## config.mk

```make
export PLATFORM = sky130hd
export DESIGN_NAME = uvt_cmd_decoder
export DESIGN_NICKNAME = d
export VERILOG_FILES = /design/src/uvt_pkg.sv /design/src/uvt_pin_test.sv /design/src/uvt_cmd_decoder.sv
export SDC_FILE = /design/constraint.sdc
export NUM_CORES = 1
export LEC_CHECK = 0
export BUFFER_PORTS_ARGS = -buffer_cell sky130_fd_sc_hd__buf_2
export CAP_MARGIN = 20
export CORE_MARGIN = 2
export CORE_UTILIZATION = 44
export DETAILED_ROUTE_END_ITERATION = 8
export HOLD_SLACK_MARGIN = 0.1
export SYNTH_ARGS = -nofsm -noshare
export SYNTH_HDL_FRONTEND = slang
export SYNTH_HIERARCHICAL = 1
export SYNTH_SLANG_ARGS = --single-unit
```

## constraint.sdc

```tcl
create_clock -name i_ref_clk -period 4.6 [get_ports i_ref_clk]
set_input_delay 1.38 -clock i_ref_clk [delete_from_list [all_inputs] [get_ports i_ref_clk]]
set_output_delay 1.38 -clock i_ref_clk [all_outputs]
set_load 0.02 [all_outputs]
```

## src/uvt_pkg.sv

```systemverilog
// Shared constants and state encoding for the vendor test command decoder
`default_nettype none
package uvt_pkg;
  // Vendor sub-command codes and memory source selector
  localparam logic [7:0]  SUB_CFG       = 8'h26;
  localparam logic [7:0]  SUB_PIN       = 8'h27;
  localparam logic [7:0]  SRC_SERIAL    = 8'h02;
  // Configuration image layout
  localparam logic [7:0]  SIG0_ADDR     = 8'h00;
  localparam logic [7:0]  SIG1_ADDR     = 8'h01;
  localparam logic [7:0]  TAG_ADDR      = 8'h04;
  localparam logic [7:0]  TAG_DEFAULT   = 8'h24;
  localparam logic [7:0]  CFG_START     = 8'h00;
  // Transfer limits
  localparam logic [31:0] CFG_MAX_LEN   = 32'h0000_00ff;
  localparam logic [31:0] PIN_DATA_LEN  = 32'h0000_0004;
  // Two-wire memory addressing
  localparam logic [3:0]  MEM_DEV_BASE  = 4'ha;
  localparam logic [2:0]  PHYS_ADDR_A   = 3'h2;
  localparam logic [2:0]  PHYS_ADDR_B   = 3'h4;
  // Test byte 0 field positions
  localparam int B0_RST    = 7;
  localparam int B0_DA2    = 6;
  localparam int B0_CS_HI  = 5;
  localparam int B0_CS_LO  = 4;
  localparam int B0_PWR    = 3;
  localparam int B0_DA_HI  = 2;
  localparam int B0_DA_LO  = 1;
  localparam int B0_IRQ    = 0;
  // Test byte 1 field positions
  localparam int B1_DD_OE  = 7;
  localparam int B1_MODE   = 6;
  localparam int B1_VBUS   = 5;
  localparam int B1_DMARQ  = 4;
  localparam int B1_IORDY  = 3;
  localparam int B1_DMACK  = 2;
  localparam int B1_DIOR   = 1;
  localparam int B1_DIOW   = 0;
  // Loaded pin byte reset values
  localparam logic [7:0]  LD0_RESET     = 8'hb8;
  localparam logic [7:0]  LD1_RESET     = 8'h07;
  localparam logic [7:0]  LD_DD_RESET   = 8'h00;
  // Decoder states
  typedef enum logic [3:0] {
    ST_STRAP   = 4'h0,
    ST_BOOT    = 4'h1,
    ST_IDLE    = 4'h2,
    ST_CFG_WR  = 4'h3,
    ST_CFG_WM  = 4'h4,
    ST_CFG_RM  = 4'h5,
    ST_CFG_RS  = 4'h6,
    ST_PIN_LD  = 4'h7,
    ST_PIN_RD  = 4'h8,
    ST_STATUS  = 4'h9
  } uvt_state_t;
endpackage
`default_nettype wire

```

## src/uvt_pin_test.sv

```systemverilog
// Pin test multiplexer: loaded pin bytes, output selection and input snapshot
`timescale 1ns/1ps
`default_nettype none
module uvt_pin_test (
  input  wire logic        i_ref_clk,
  input  wire logic        i_resetn,
  input  wire logic        i_test,
  input  wire logic        i_mode_ind,
  input  wire logic        i_boot_done,
  input  wire logic        i_ld_we,
  input  wire logic [1:0]  i_ld_idx,
  input  wire logic [7:0]  i_ld_data,
  input  wire logic        i_nrm_drive_reset_n,
  input  wire logic [1:0]  i_nrm_cs_n,
  input  wire logic        i_nrm_drive_power_valid,
  input  wire logic [1:0]  i_nrm_da,
  input  wire logic [2:0]  i_nrm_strobes_n,
  input  wire logic [15:0] i_nrm_dd,
  input  wire logic        i_nrm_dd_oe,
  input  wire logic        i_drive_reset_n,
  input  wire logic        i_da2,
  input  wire logic        i_intrq,
  input  wire logic        i_drive_bus_power_enable,
  input  wire logic        i_dmarq,
  input  wire logic        i_iordy,
  input  wire logic [15:0] i_dd,
  output logic             o_drive_reset_n,
  output logic             o_drive_reset_oe,
  output logic [1:0]       o_cs_n,
  output logic             o_drive_power_valid,
  output logic [1:0]       o_da,
  output logic [2:0]       o_strobes_n,
  output logic [15:0]      o_dd,
  output logic [15:0]      o_dd_oe,
  output logic [31:0]      o_snap
);
  logic [7:0] ld0_q;
  logic [7:0] ld1_q;
  logic [7:0] ld2_q;
  logic [7:0] ld3_q;
  logic [7:0] snap0;
  logic [7:0] snap1;

  // Loaded bytes hold until the next load or reset
  always_ff @(posedge i_ref_clk or negedge i_resetn) begin
    if (!i_resetn) begin
      ld0_q <= uvt_pkg::LD0_RESET;
      ld1_q <= uvt_pkg::LD1_RESET;
      ld2_q <= uvt_pkg::LD_DD_RESET;
      ld3_q <= uvt_pkg::LD_DD_RESET;
    end else if (i_ld_we) begin
      ld0_q <= (i_ld_idx == 2'h0) ? i_ld_data : ld0_q;
      ld1_q <= (i_ld_idx == 2'h1) ? i_ld_data : ld1_q;
      ld2_q <= (i_ld_idx == 2'h2) ? i_ld_data : ld2_q;
      ld3_q <= (i_ld_idx == 2'h3) ? i_ld_data : ld3_q;
    end
  end

  // Output selection: loaded data replaces normal logic in test mode
  assign o_drive_reset_n     = i_test ? ld0_q[uvt_pkg::B0_RST] : i_nrm_drive_reset_n;
  assign o_drive_reset_oe    = i_test | i_boot_done;  // Released during boot for the strap
  assign o_cs_n              = i_test ? ld0_q[uvt_pkg::B0_CS_HI:uvt_pkg::B0_CS_LO] : i_nrm_cs_n;
  assign o_drive_power_valid = i_test ? ld0_q[uvt_pkg::B0_PWR] : i_nrm_drive_power_valid;
  assign o_da                = i_test ? ld0_q[uvt_pkg::B0_DA_HI:uvt_pkg::B0_DA_LO] : i_nrm_da;
  assign o_strobes_n         = i_test ? ld1_q[uvt_pkg::B1_DMACK:uvt_pkg::B1_DIOW] : i_nrm_strobes_n;
  assign o_dd                = i_test ? {ld3_q, ld2_q} : i_nrm_dd;
  assign o_dd_oe = {16{i_test ? ld1_q[uvt_pkg::B1_DD_OE] : i_nrm_dd_oe}};

  // Snapshot bytes built from pin levels
  assign snap0 = {i_drive_reset_n, i_da2, o_cs_n, o_drive_power_valid, o_da, i_intrq};
  assign snap1 = {1'b0, i_mode_ind, i_drive_bus_power_enable, i_dmarq, i_iordy,
                  o_strobes_n};
  assign o_snap = {i_dd[15:8], i_dd[7:0], snap1, snap0};
endmodule
`default_nettype wire

```

## src/uvt_cmd_decoder.sv

```systemverilog
// Vendor command decoder for configuration memory and pin test commands
// Overview of operation
// - First block byte must match stored tag
// - Second byte 0x26 selects configuration command
// - Configuration transfer moves at most 255 bytes
// - Byte count comes from wrapper length
// - Wrapper direction flag picks load or read
// - Second byte 0x27 selects pin test command
// - Pin load enters test, pins follow data
// - Any load length, only bytes 0-3 applied
// - Test mode ends only by hard reset
// - Pin read returns one-instant sample
// - Inputs sampleable any time in test
// - Byte 0 carries reset, selects, address bits
// - Byte 1 bit 7 drives data pins, clear tri-states
// - Byte 1 mode, power, strobes, handshakes
// - Bytes 2 and 3 are data pins
// - Memory reached at physical address 2 or 4
// - Memory is 256 bytes, one-byte address
// - Boot signature selects normal or test
// - Drive reset low at boot forces test
// - Tag at byte 0x04, default 0x24
// - Signature bytes 0x00 and 0x01 checked
`timescale 1ns/1ps
`default_nettype none
module uvt_cmd_decoder #(
  parameter logic [7:0] SIG_BYTE0 = 8'h5a,  // Arbitrary value
  parameter logic [7:0] SIG_BYTE1 = 8'ha5,  // Arbitrary value
  parameter logic [2:0] MEM_PHYS  = 3'h2
) (
  input  wire logic        i_ref_clk,
  input  wire logic        i_resetn,
  input  wire logic        i_cbw_valid,
  input  wire logic [7:0]  i_cbw_cb0,
  input  wire logic [7:0]  i_cbw_cb1,
  input  wire logic [31:0] i_cbw_len,
  input  wire logic        i_cbw_dir,
  output logic             o_cbw_ready,
  output logic             o_pass_through,
  input  wire logic        i_out_valid,
  input  wire logic [7:0]  i_out_data,
  output logic             o_out_ready,
  output logic             o_in_valid,
  output logic [7:0]       o_in_data,
  input  wire logic        i_in_ready,
  output logic             o_cmd_done,
  output logic             o_cmd_fail,
  output logic [31:0]      o_residue,
  output logic             o_mem_req,
  output logic             o_mem_we,
  output logic [6:0]       o_mem_dev_addr,
  output logic [7:0]       o_mem_addr,
  output logic [7:0]       o_mem_wdata,
  input  wire logic [7:0]  i_mem_rdata,
  input  wire logic        i_mem_ack,
  input  wire logic        i_mem_nak,
  output logic [7:0]       o_vendor_tag,
  output logic             o_mfg_mode,
  output logic             o_pin_test,
  input  wire logic        i_nrm_drive_reset_n,
  input  wire logic [1:0]  i_nrm_cs_n,
  input  wire logic        i_nrm_drive_power_valid,
  input  wire logic [1:0]  i_nrm_da,
  input  wire logic [2:0]  i_nrm_strobes_n,
  input  wire logic [15:0] i_nrm_dd,
  input  wire logic        i_nrm_dd_oe,
  input  wire logic        i_drive_reset_n,
  input  wire logic        i_da2,
  input  wire logic        i_intrq,
  input  wire logic        i_drive_bus_power_enable,
  input  wire logic        i_dmarq,
  input  wire logic        i_iordy,
  input  wire logic [15:0] i_dd,
  output logic             o_drive_reset_n,
  output logic             o_drive_reset_oe,
  output logic [1:0]       o_cs_n,
  output logic             o_drive_power_valid,
  output logic [1:0]       o_da,
  output logic [2:0]       o_strobes_n,
  output logic [15:0]      o_dd,
  output logic [15:0]      o_dd_oe
);
  uvt_pkg::uvt_state_t state_q;
  uvt_pkg::uvt_state_t state_d;
  logic [1:0]  boot_idx_q;
  logic [7:0]  tag_q;
  logic        mfg_q;
  logic        test_q;
  logic        strap_low_q;
  logic        sig_ok_q;
  logic [31:0] len_q;
  logic [31:0] cnt_q;
  logic [31:0] moved_q;
  logic [7:0]  addr_q;
  logic [7:0]  wdata_q;
  logic [7:0]  in_data_q;
  logic [31:0] snap_q;
  logic        fail_q;
  logic [31:0] snap_w;
  logic        tag_hit;
  logic        is_cfg;
  logic        is_pin;
  logic        take_cbw;
  logic [31:0] cfg_len;
  logic        cnt_left;
  logic        out_take;
  logic        in_take;
  logic [7:0]  boot_addr;
  logic        ld_we;
  logic [31:0] req_len_q;

  // Command classification
  assign take_cbw  = (state_q == uvt_pkg::ST_IDLE) && i_cbw_valid;
  assign tag_hit   = (i_cbw_cb0 == tag_q);
  assign is_cfg    = tag_hit && (i_cbw_cb1 == uvt_pkg::SUB_CFG);
  assign is_pin    = tag_hit && (i_cbw_cb1 == uvt_pkg::SUB_PIN);
  assign cfg_len   = (i_cbw_len > uvt_pkg::CFG_MAX_LEN) ? uvt_pkg::CFG_MAX_LEN
                                                        : i_cbw_len;
  assign cnt_left  = (cnt_q != len_q);
  assign out_take  = o_out_ready && i_out_valid;
  assign in_take   = o_in_valid && i_in_ready;
  assign boot_addr = (boot_idx_q == 2'h0) ? uvt_pkg::SIG1_ADDR : uvt_pkg::TAG_ADDR;
  assign ld_we     = (state_q == uvt_pkg::ST_PIN_LD) && out_take && (cnt_q < uvt_pkg::PIN_DATA_LEN);

  // Handshake and status outputs
  assign o_cbw_ready    = (state_q == uvt_pkg::ST_IDLE);
  assign o_pass_through = take_cbw && !tag_hit;
  assign o_out_ready    = ((state_q == uvt_pkg::ST_CFG_WR) || (state_q == uvt_pkg::ST_PIN_LD))
                          && cnt_left;
  assign o_in_valid     = (state_q == uvt_pkg::ST_CFG_RS) || (state_q == uvt_pkg::ST_PIN_RD);
  assign o_in_data      = in_data_q;
  assign o_cmd_done     = (state_q == uvt_pkg::ST_STATUS);
  assign o_cmd_fail     = fail_q;
  assign o_residue      = req_len_q - moved_q;
  assign o_mem_req      = (state_q == uvt_pkg::ST_BOOT) || (state_q == uvt_pkg::ST_CFG_WM)
                          || (state_q == uvt_pkg::ST_CFG_RM);
  assign o_mem_we       = (state_q == uvt_pkg::ST_CFG_WM);
  assign o_mem_dev_addr = {uvt_pkg::MEM_DEV_BASE, MEM_PHYS};
  assign o_mem_addr     = addr_q;
  assign o_mem_wdata    = wdata_q;
  assign o_vendor_tag   = tag_q;
  assign o_mfg_mode     = mfg_q;
  assign o_pin_test     = test_q;

  // Next state selection
  always_comb begin
    state_d = state_q;
    unique case (state_q)
      uvt_pkg::ST_STRAP: state_d = uvt_pkg::ST_BOOT;
      uvt_pkg::ST_BOOT: begin
        if (i_mem_nak || (i_mem_ack && boot_idx_q == 2'h2)) begin
          state_d = uvt_pkg::ST_IDLE;
        end
      end
      uvt_pkg::ST_IDLE: begin
        if (take_cbw && is_cfg) begin
          state_d = i_cbw_dir ? uvt_pkg::ST_CFG_RM : uvt_pkg::ST_CFG_WR;
          if (cfg_len == 32'h0) begin
            state_d = uvt_pkg::ST_STATUS;
          end
        end else if (take_cbw && is_pin) begin
          state_d = i_cbw_dir ? uvt_pkg::ST_PIN_RD : uvt_pkg::ST_PIN_LD;
          if (i_cbw_len == 32'h0) begin
            state_d = uvt_pkg::ST_STATUS;
          end
        end else if (take_cbw && tag_hit) begin
          state_d = uvt_pkg::ST_STATUS;
        end
      end
      uvt_pkg::ST_CFG_WR: begin
        if (!cnt_left) begin
          state_d = uvt_pkg::ST_STATUS;
        end else if (out_take) begin
          state_d = uvt_pkg::ST_CFG_WM;
        end
      end
      uvt_pkg::ST_CFG_WM: begin
        if (i_mem_nak) begin
          state_d = uvt_pkg::ST_STATUS;
        end else if (i_mem_ack) begin
          state_d = uvt_pkg::ST_CFG_WR;
        end
      end
      uvt_pkg::ST_CFG_RM: begin
        if (i_mem_nak) begin
          state_d = uvt_pkg::ST_STATUS;
        end else if (i_mem_ack) begin
          state_d = uvt_pkg::ST_CFG_RS;
        end
      end
      uvt_pkg::ST_CFG_RS: begin
        if (in_take) begin
          state_d = (cnt_q + 32'h1 == len_q) ? uvt_pkg::ST_STATUS : uvt_pkg::ST_CFG_RM;
        end
      end
      uvt_pkg::ST_PIN_LD: begin
        if (!cnt_left) begin
          state_d = uvt_pkg::ST_STATUS;
        end
      end
      uvt_pkg::ST_PIN_RD: begin
        if (in_take && (cnt_q + 32'h1 == len_q)) begin
          state_d = uvt_pkg::ST_STATUS;
        end
      end
      uvt_pkg::ST_STATUS: state_d = uvt_pkg::ST_IDLE;
      default: state_d = uvt_pkg::ST_IDLE;
    endcase
  end

  // State register
  always_ff @(posedge i_ref_clk or negedge i_resetn) begin
    if (!i_resetn) begin
      state_q <= uvt_pkg::ST_STRAP;
    end else begin
      state_q <= state_d;
    end
  end

  // Boot: strap capture, signature check and tag load
  always_ff @(posedge i_ref_clk or negedge i_resetn) begin
    if (!i_resetn) begin
      strap_low_q <= 1'b0;
      boot_idx_q  <= 2'h0;
      sig_ok_q    <= 1'b1;
      tag_q       <= uvt_pkg::TAG_DEFAULT;
      mfg_q       <= 1'b0;
    end else if (state_q == uvt_pkg::ST_STRAP) begin
      strap_low_q <= !i_drive_reset_n;
    end else if (state_q == uvt_pkg::ST_BOOT && i_mem_ack) begin
      boot_idx_q <= boot_idx_q + 2'h1;
      if (boot_idx_q == 2'h0) begin
        sig_ok_q <= (i_mem_rdata == SIG_BYTE0);
      end else if (boot_idx_q == 2'h1) begin
        sig_ok_q <= sig_ok_q && (i_mem_rdata == SIG_BYTE1);
      end else begin
        tag_q <= i_mem_rdata;
        mfg_q <= strap_low_q || !sig_ok_q;
      end
    end else if (state_q == uvt_pkg::ST_BOOT && i_mem_nak) begin
      mfg_q <= strap_low_q;  // No memory: default tag
    end
  end

  // Pin test mode is sticky until hard reset
  always_ff @(posedge i_ref_clk or negedge i_resetn) begin
    if (!i_resetn) begin
      test_q <= 1'b0;
    end else if (take_cbw && is_pin && !i_cbw_dir) begin
      test_q <= 1'b1;
    end
  end

  // Transfer length, byte counters and memory address
  always_ff @(posedge i_ref_clk or negedge i_resetn) begin
    if (!i_resetn) begin
      len_q   <= 32'h0;
      cnt_q   <= 32'h0;
      moved_q <= 32'h0;
      addr_q  <= uvt_pkg::SIG0_ADDR;
    end else if (take_cbw) begin
      len_q   <= is_cfg ? cfg_len : i_cbw_len;
      cnt_q   <= 32'h0;
      moved_q <= 32'h0;
      addr_q  <= uvt_pkg::CFG_START;
    end else if (state_q == uvt_pkg::ST_BOOT && i_mem_ack) begin
      addr_q <= boot_addr;  // Next address stands before the next request
    end else if (out_take || in_take) begin
      cnt_q <= cnt_q + 32'h1;
      if (state_q == uvt_pkg::ST_PIN_LD || state_q == uvt_pkg::ST_PIN_RD) begin
        moved_q <= moved_q + 32'h1;
      end
    end else if (i_mem_ack && state_q != uvt_pkg::ST_IDLE) begin
      addr_q  <= addr_q + 8'h01;
      moved_q <= moved_q + 32'h1;
    end
  end

  // Host length for the residue: keep the full request when clipped
  always_ff @(posedge i_ref_clk or negedge i_resetn) begin
    if (!i_resetn) begin
      req_len_q <= 32'h0;
    end else if (take_cbw) begin
      req_len_q <= i_cbw_len;
    end
  end

  // Data registers, snapshot and failure flag
  always_ff @(posedge i_ref_clk or negedge i_resetn) begin
    if (!i_resetn) begin
      wdata_q   <= 8'h00;
      in_data_q <= 8'h00;
      snap_q    <= 32'h0;
      fail_q    <= 1'b0;
    end else begin
      if (state_q == uvt_pkg::ST_CFG_WR && out_take) begin
        wdata_q <= i_out_data;
      end
      if (take_cbw) begin
        snap_q <= snap_w;
        fail_q <= tag_hit && !is_cfg && !is_pin;
      end else if (i_mem_nak && state_q != uvt_pkg::ST_BOOT) begin
        fail_q <= 1'b1;
      end
      if (state_q == uvt_pkg::ST_CFG_RM && i_mem_ack) begin
        in_data_q <= i_mem_rdata;
      end else if (take_cbw && is_pin) begin
        in_data_q <= snap_w[7:0];
      end else if (state_q == uvt_pkg::ST_PIN_RD && in_take) begin
        in_data_q <= (cnt_q + 32'h1 < uvt_pkg::PIN_DATA_LEN) ? snap_next(cnt_q, snap_q) : 8'h00;
      end
    end
  end

  // Next snapshot byte after the one being sent
  function automatic logic [7:0] snap_next(input logic [31:0] idx, input logic [31:0] s);
    logic [7:0] b;
    b = 8'h00;
    unique case (idx[1:0])
      2'h0: b = s[15:8];
      2'h1: b = s[23:16];
      2'h2: b = s[31:24];
      default: b = 8'h00;
    endcase
    return b;
  endfunction

  // Pin multiplexer and snapshot source
  uvt_pin_test u_pins (
    .i_ref_clk                (i_ref_clk),
    .i_resetn                 (i_resetn),
    .i_test                   (test_q),
    .i_mode_ind               (mfg_q | test_q),
    .i_boot_done              (state_q != uvt_pkg::ST_STRAP && state_q != uvt_pkg::ST_BOOT),
    .i_ld_we                  (ld_we),
    .i_ld_idx                 (cnt_q[1:0]),
    .i_ld_data                (i_out_data),
    .i_nrm_drive_reset_n      (i_nrm_drive_reset_n),
    .i_nrm_cs_n               (i_nrm_cs_n),
    .i_nrm_drive_power_valid  (i_nrm_drive_power_valid),
    .i_nrm_da                 (i_nrm_da),
    .i_nrm_strobes_n          (i_nrm_strobes_n),
    .i_nrm_dd                 (i_nrm_dd),
    .i_nrm_dd_oe              (i_nrm_dd_oe),
    .i_drive_reset_n          (i_drive_reset_n),
    .i_da2                    (i_da2),
    .i_intrq                  (i_intrq),
    .i_drive_bus_power_enable (i_drive_bus_power_enable),
    .i_dmarq                  (i_dmarq),
    .i_iordy                  (i_iordy),
    .i_dd                     (i_dd),
    .o_drive_reset_n          (o_drive_reset_n),
    .o_drive_reset_oe         (o_drive_reset_oe),
    .o_cs_n                   (o_cs_n),
    .o_drive_power_valid      (o_drive_power_valid),
    .o_da                     (o_da),
    .o_strobes_n              (o_strobes_n),
    .o_dd                     (o_dd),
    .o_dd_oe                  (o_dd_oe),
    .o_snap                   (snap_w)
  );
endmodule
`default_nettype wire

```

After elaboration in Yosys (flattened, before gate mapping)
Index checks and enable logic that the tools add are counted.
Widths: inputs -> output; s select.
{"block": "totals", "regBits": 234, "inputBits": 120, "output_inout_bits": 123, "wordCells": 188}
{"block": "classes", "n_addsub": 5, "n_lt_le_gt_ge": 3, "n_eq_ne": 36, "mux": 54, "bitwise": 5, "reduce_logical": 65}
{"operator": "$mux 32", "count": 10}
{"operator": "$mux 4", "count": 17}
{"operator": "$add 32x1->32 const B", "count": 2}
{"operator": "$logic_not 32->1", "count": 2}
{"operator": "$lt 32x3->1 const B", "count": 2}
{"operator": "$mux 8", "count": 8}
{"operator": "$pmux 4 s9", "count": 1}
{"operator": "$eq 32x32->1", "count": 1}
{"operator": "$gt 32x8->1 const B", "count": 1}
{"operator": "$ne 32x32->1", "count": 1}
{"operator": "$sub 32x32->32", "count": 1}
{"operator": "$logic_and 1x1->1", "count": 26}
{"operator": "$pmux 8 s3", "count": 1}
{"operator": "$eq 4x3->1 const B", "count": 4}
{"operator": "$eq 8x6->1 const B", "count": 2}
{"operator": "$mux 16", "count": 1}
{"operator": "$ne 2x2->1 const B", "count": 7}
{"operator": "$reduce_and 2->1", "count": 7}
{"operator": "$mux 1", "count": 11}
{"operator": "$mux 3", "count": 3}
{"operator": "$ne 3x3->1 const B", "count": 3}
{"operator": "$reduce_bool 3->1", "count": 3}
{"operator": "$add 8x1->8 const B", "count": 1}
{"operator": "$eq 4x2->1 const B", "count": 2}
{"operator": "24 further kinds", "count": 51}

Logic depth before layout (Yosys ltp)
Gate-level depths: netlist of run 1.
{"block": "logic_depth", "word_depth": 8, "depth_mapped": 11, "depth_no_buf": 11}

Cells and area by module
Netlist of run 1, hierarchy kept.
{"module": "uvt_cmd_decoder", "instances": 1, "cells_each": 1501, "area_each_um2": 12771.0, "seq_area_each_um2": 4883.4}
{"module": "uvt_pin_test", "instances": 1, "cells_each": 134, "area_each_um2": 1670.4, "seq_area_each_um2": 659.4}

Worst setup path before layout of run 1
Ideal clock, no wire load.
{"block": "synth_path", "path_type": "reg2out", "from": "register moved_q[26]", "to": "output o_residue[31]", "arrival_time_ns": 2.681, "required_time_ns": 3.220, "setup_slack_ns": 0.539, "stages_incl_launch_ff": 10, "n_path_buf": 0, "path_cell_list": "dfrtp_1 -> inv_1 -> ha_1 -> and2_1 -> or2_2 -> a21o_1 -> a2111oi_0 -> nand3b_1 -> o211ai_1 -> nor3b_1"}
{"block": "synth_between", "elab_chain_len": 1}
{"item": "from (decl)", "line": "uvt_cmd_decoder.sv:93", "rtl": "logic [31:0] moved_q;"}
{"item": "from (signal assigned)", "line": "uvt_cmd_decoder.sv:271", "rtl": "moved_q <= moved_q + 32'h1;"}
{"item": "from (signal assigned)", "line": "uvt_cmd_decoder.sv:275", "rtl": "moved_q <= moved_q + 32'h1;"}
{"item": "$sub 32x32->32", "line": "uvt_cmd_decoder.sv:134", "rtl": "assign o_residue = req_len_q - moved_q;"}
{"item": "to (decl)", "line": "uvt_cmd_decoder.sv:48", "rtl": "output logic [31:0] o_residue,"}
Every way passes these cells.

Worst setup path in the final report of run 1
{"block": "layout_path", "from": "register moved_q[1]", "to": "output o_residue[27]"}
Same word-level chain as after synthesis.

==> impl_metrics.toml, run 1 <==
[drt]
wire_length_per_cell_um = 20.1
postRouteAntennaNets = 0
via_per_inst = 5.75
drc = 0
detailedRoute.firstIterationViolations = 968
detail_route.first_pass.iterations = 7
via_count = 13116
totalWireLength_mm = 45.9

[place]
place.detailed.instances = 2217
gp_congestion = 0.957
detailedPlacementHpwl_mm = 33.9
numPortBuffers = 235
dpl_worst_slack_ns = 0.273

[synth]
ffs_w_async_s_r_synth = 1.00
biggest_area_consumer_among_synthesized_cells = "dfrtp_1"
yosys.cell_count.top_type = "nand2_1"
synth_edf_count = 0
syn-instance-count = 1635
synth_largest_type_area_fraction = 0.366
ys_types = 84
ys_warn_count = 6
synth_top_cells_by_count = "252 x nand2_1, 211 x dfrtp_1, 92 x nor2_1, 86 x o21ai_0, 80 x xnor2_1"
yosys_register_bits = 221
syn_avg_cell_area_um2 = 8.83
synthFlopType = "dfrtp_1"
synth_area_um2 = 14400
ys_top_cells_by_area = "dfrtp_1 37%, nand2_1 6.5%, mux2_2 5.6%"
synth-seq-area-share = 0.384

[die]
design.portCount = 243
standard_cell_row_count = 66
placeableCoreArea_um2 = 32500
initial_core_util = 0.445
die_width_um = 185
fp.dieArea_um2 = 34300
die-height_um = 185

[timing]
period_share = 1.00
worst-slew-pin-transition_ns = 0.771
post-route-min-period_ns = 4.61
fin_tns_setup_ns = -0.0105
max_freq_ghz = 0.217
hold_ws_ns = 0.475
max_slew_margin = 0.481
finalHoldViolations = 0
final.setup.worst_slack_ns = -0.0105
final_count_of_pins_violating_max_slew = 0
clock-skew-final_ns = 0.0204
setup_repair_after_global_routing_missed_its_margin = "yes"
timing.final.setup_violations = 1

[worst_setup_path]
max_stage_delay_ns = 0.39
cp_cell_sequence = "inv_1 > ha_1 > nor2b_2 > o2111ai_2 > a41oi_2 > a31oi_2 > o2111ai_2 > a311o_1 > a2111oi_2 > nand3b_1 > buf_6"
critical_path.endpoint_type = "primary output"
setup_crit_start_kind = "register"
worstPathRequired_ns = 3.22
critical_path_class = "reg2out"
crit_path_max_fanout = 2
crit_top_cell = "o2111ai_2"
timing.critical_path.arrival_ns = 3.23
critical_path.slowest_cell = "a311o_1"

[cts]
cts_root_buf = "clkbuf_16"
tritoncts_clock_tree = "built"
cts.path.max_buffers = 3
clock_sinks = 221
clk_transition_reported_paths_ns = 0.06
cts_buffers = 27
cts-htree-levels = 1
worstSkewPairLatency_ns = 0.55

[flow_run]
drv_cap = 0

[global_route]
grt_overflow_total = 0
pin_count_of_the_biggest_net_entering_global_routing = 97
antenna_found_initial = 3
grt_pass1_wl_mm = 71.5
grt_pass1_vias = 12850
global_route.usage.total = 0.266

[final_layout]
final.fill_count = 3087
final-seq-area_um2 = 5540
nets = 1980
multi_input_comb_area_um2 = 8240
syn_to_final_growth_pct = 18.4
drive_gt1_frac = 0.262
post_layout_nonfiller_instances = 2282

[power]
vdd.ir_drop.worst_uv = 502
power.density_nw_per_um2 = 695
power.leakage_nw = 7.68

[status]
violations = "negative setup slack"
outcome = "finished with violations"

[worst_hold_path]
hold_path_class = "reg2reg"
==> final cells by class <==
type	count	area share
Multi-Input combinational cell	1223	0.482
Sequential cell	221	0.324
Timing Repair Buffer	289	0.0952
Clock buffer	37	0.0446
Tap cell	442	0.0323
Inverter	57	0.0125
Clock inverter	11	0.00907
Antenna cell	2	0.000293
==> timing repair <==
| item | CTS | global route |
|---|---|---|
| buffers inserted | 5 | 10 |
| setup endpoints to repair | 9 | 13 |
| hold buffers | 0 | 0 |
| resized for setup | 30 | 31 |
| pin swaps | 12 | 15 |
==> routing by layer <==
layer | track usage | wire length (um) | vias up
met1 | 0.353 | 19600 | 6401
met5 | 0 | 27 | -
li1 | - | - | 6170
met4 | 0.0683 | 1150 | 4
met2 | 0.446 | 21900 | 472
met3 | 0.0497 | 3300 | 69
==> worst max-delay path, delay by kind of cell (launching register included) <==
kind | cells | cell delay (ns)
buf+inv | 2 | 0.17
compound gates | 6 | 1.55
simple gates | 2 | 0.34
flops | 1 | 0.35
fa+ha+maj | 1 | 0.29
==> cell families (layout without fill, tap and decap cells) <==
| family | after synthesis | count (layout) | share of synthesized area |
|---|---|---|---|
| AOI/OAI and AO/OA | 337 | 337 | 0.157 |
| xor gates and xnor gates | 109 | 109 | 0.0680 |
| adders and majority gates | 41 | 41 | 0.0360 |
| buffers and inverters | 196 | 394 | 0.0665 |
| DFF | 221 | 221 | 0.384 |
| muxes | 80 | 80 | 0.0617 |
| other | 3 | 10 | 0.000780 |
| and+or+nand+nor | 648 | 648 | 0.226 |
==> cell usage in the layout (no fill, tap or decap), types with 7 or more instances in the layout <==
cell type and n:
a21o_1 25, a21oi_1 59, a21oi_2 7, a222oi_1 8
a22o_1 24, and2_1 16, and3_1 18, and4_1 11
buf_2 226, buf_4 60, clkbuf_16 27, conb_1 8
dfrtp_1 210, dfstp_2 10, ha_1 30, ha_4 8
inv_1 56, mux2_2 72, mux2i_1 8, nand2_1 251
nand2b_1 14, nand3_1 46, nand3b_1 7, nand4_1 43
nor2_1 91, nor2b_1 9, nor3_1 26, nor4_1 37
o21a_1 8, o21ai_0 82, o22a_1 9, o22ai_1 9
o31ai_1 24, or2_2 9, or3_1 24, or4_1 10
xnor2_1 79, xor2_1 27
==> power breakdown <==
group	total (mW)	switching (mW)	internal [mW]	leakage [nW]
Clock	2.21	0.875	1.33	0.452
Combinational	6.53	3.78	2.76	4.39
Sequential	3.14	0.598	2.54	2.84
Total	11.9	5.25	6.63	7.68
==> final timing paths <==
| check | start | cells after the start | to | slack [ns] |
|---|---|---|---|---|
| worst max-delay path | moved_q[1]$_DFFE_PN0P_ | 11 | o_residue[27] | -0.01 |
| worst min-delay path | snap_q[20]$_DFFE_PN0P_ | 2 | snap_q[20]$_DFFE_PN0P_ | 0.47 |
| worst max register to register | cnt_q[3]$_DFFE_PN0P_ | 8 | moved_q[22]$_DFFE_PN0P_ | 0.60 |
| worst min register to register | snap_q[20]$_DFFE_PN0P_ | 2 | snap_q[20]$_DFFE_PN0P_ | 0.47 |
| max in group asynchronous | i_resetn | 2 | req_len_q[17]$_DFFE_PN0P_ | 2.77 |
| min in group asynchronous | i_resetn | 1 | o_mem_wdata[6]$_DFFE_PN0P_ | 0.82 |
==> per-stage QoR <==
stage	cell area (um^2)	util	power [mW]
global placement	15800	0.486	8.98
floorplan	14500	-	7.17
global route	17100	0.527	12.7
detailed placement	15800	0.486	9.04
CTS	16900	0.520	11.6
finish	17100	0.527	11.9
==> state kept, by name, summed over array words and instances (netlist names), 2 cells and up <==
register	cells
moved_q	32
u_pins/ld3_q	8
boot_idx_q	2
u_pins/ld2_q	8
len_q	32
o_in_data	8
state_q	4
cnt_q	32
o_vendor_tag	8
req_len_q	32
o_mem_addr	8
o_mem_wdata	8
u_pins/ld0_q	6
u_pins/ld1_q	4
snap_q	24
No activity file was read; power rests on OpenSTA's default activity.
==> run 2: changes to the inputs <==
Settings changed: CORE_MARGIN 2 to 5.
==> impl_metrics.toml, run 2 (synthesis results as in run 1) <==
[drt]
drc = 0
via_per_inst = 5.77
detailedRoute.firstIterationViolations = 1128
wire_length_per_cell_um = 20.2
totalWireLength_mm = 46.0
postRouteAntennaNets = 0
via_count = 13151
detail_route.first_pass.iterations = 5

[final_layout]
nets = 1977
syn_to_final_growth_pct = 18.3
post_layout_nonfiller_instances = 2280
drive_gt1_frac = 0.260
final.fill_count = 3093
mostFrequentLayoutCells = "251 x nand2_1, 229 x buf_2, 210 x dfrtp_1"
final_common_cell = "nand2_1"
fin_util = 0.526

[timing]
finalHoldViolations = 0
max_slew_margin = 0.411
post-route-min-period_ns = 4.57
max_freq_ghz = 0.219
final_count_of_pins_violating_max_slew = 0
period_share = 0.994
timing.final.setup_violations = 0
setup_repair_after_global_routing_missed_its_margin = "yes"
worst-slew-pin-transition_ns = 0.883
clock-skew-final_ns = 0.0209
fin_tns_setup_ns = 0
final.setup.worst_slack_ns = 0.0260

[die]
design.portCount = 243
fp.dieArea_um2 = 36500
die_width_um = 191
die-height_um = 191
placeableCoreArea_um2 = 32500
standard_cell_row_count = 66
initial_core_util = 0.445

[cts]
cts_root_buf = "clkbuf_16"
cts.path.max_buffers = 3
clock_sinks = 221
clk_transition_reported_paths_ns = 0.06
cts_hold_buffers = 0
cts_buffers = 27
cts-htree-levels = 1
worstSkewPairLatency_ns = 0.56
tritoncts_clock_tree = "built"

[worst_setup_path]
critical_path.endpoint_type = "primary output"
r2r_start = "cnt_q[12]$_DFFE_PN0P_"
worst-path-buf-inv = 2
worstPathRequired_ns = 3.22
critical_path.slowest_cell = "a311o_1"
crit_top_cell = "o2111ai_2"
timing.critical_path.arrival_ns = 3.19
critical_path_class = "reg2out"
worstSetupStartpoint = "moved_q[1]$_DFFE_PN0P_"
crit_path_max_fanout = 2
max_stage_delay_ns = 0.36
critical-path-top-delay-family = "compound AO/OA/AOI/OAI gates"
setup_crit_start_kind = "register"
cp_cell_sequence = "inv_1 > ha_1 > nor2b_1 > o2111ai_2 > a41oi_2 > a31oi_2 > o2111ai_2 > a311o_1 > a2111oi_0 > nand3b_1 > buf_6"

[status]
outcome = "finished clean"

[place]
dpl_worst_slack_ns = 0.315
gp_congestion = 1.01
numPortBuffers = 235
place.detailed.instances = 2215
detailedPlacementHpwl_mm = 34.6

[power]
p_switching_mw = 5.21
p_int_mw = 6.61
switching_share_of_total_power = 0.441
vdd.ir_drop.worst_uv = 606
comb_power_frac = 0.542
power.density_nw_per_um2 = 692
power.leakage_nw = 7.68
clock_power_share = 0.196
seqPwrFrac = 0.262

[global_route]
grt_pass1_wl_mm = 72.2
pin_count_of_the_biggest_net_entering_global_routing = 96
grt_pass1_vias = 12931
use_met2 = 0.405
grt_busiest_layer = "met2"
antenna_found_initial = 4
use_met3 = 0.0509
global_route.usage.total = 0.246
grt_overflow_total = 0
groute.layer.met1.usage = 0.334

[worst_hold_path]
worst_hold_startpoint = "snap_q[21]$_DFFE_PN0P_"
hold_path_class = "reg2reg"

[flow_run]
drv_cap = 0
==> run 2: cell types whose count changed in the layout (fill, tap and decap cells not counted), sizes merged <==
cell and change:
clkinvlp +1, bufinv +1, diode -1, clkbuf +1, buf -3, inv -1
==> run 2: per-layer routing <==
layer / wire length, um / share of wire
met1: 19700 / 0.43
met2: 21400 / 0.47
met3: 3630 / 0.079
met4: 1270 / 0.028
met5: 43 / 0.00093
==> run 2: cell type report <==
cell class	instances	area, um^2	area share
Clock inverter	12	188	0.0110
Tap cell	442	553	0.0324
Timing Repair Buffer	286	1600	0.0935
Multi-Input combinational cell	1223	8190	0.479
Sequential cell	221	5540	0.325
Antenna cell	1	2.50	0.000146
Clock buffer	38	797	0.0467
Inverter	57	214	0.0125
==> run 2: worst reg2reg max path, cell delays in order, from the launching register on <==
cell and delay (ns):
dfrtp_1 0.57, nand4_1 0.33, nor4_1 0.54, nor4b_1 0.47
xnor2_1 0.30, xor2_1 0.53, or4bb_1 0.54, o22ai_1 0.30
mux2_2 0.38
==> run 2: per-stage QoR <==
stage | power [mW] | instance area, um^2 | hold WS [ns]
final | 11.8 | 17100 | 0.471
after global routing | 12.6 | 17100 | 0.499
after CTS | 11.6 | 16900 | 0.476
after detailed placement | 9.05 | 15800 | 0.462
after global placement | 9.00 | 15800 | 0.459
after floorplan | 7.17 | 14500 | 0.445
==> run 2: timing repair <==
action,CTS,global route
setup buffers,8,6
pin swaps,10,13
resized for setup,23,28
endpoints found under the setup margin,11,14
==> run 2: power groups by stage <==
stage                     Clock (mW)  Combinational, mW  Sequential (mW)
after floorplan                    0               4.09             3.08
after global placement             0               5.90             3.10
after detailed placement           0               5.93             3.12
after CTS                       2.37               6.17             3.08
after global routing            2.45               6.98             3.17
final                           2.32               6.41             3.09
==> run 2: final timing paths <==
kind	to	slack [ns]	depth (start not counted)
setup / recovery	o_residue[27]	0.03	11
hold / removal	snap_q[21]$_DFFE_PN0P_	0.47	2
setup reg to reg	state_q[0]$_DFFE_PN0P_	0.53	8
hold reg to reg	snap_q[21]$_DFFE_PN0P_	0.47	2
max in group asynchronous	cnt_q[27]$_DFFE_PN0P_	2.88	2
min in group asynchronous	o_mem_wdata[6]$_DFFE_PN0P_	0.75	1
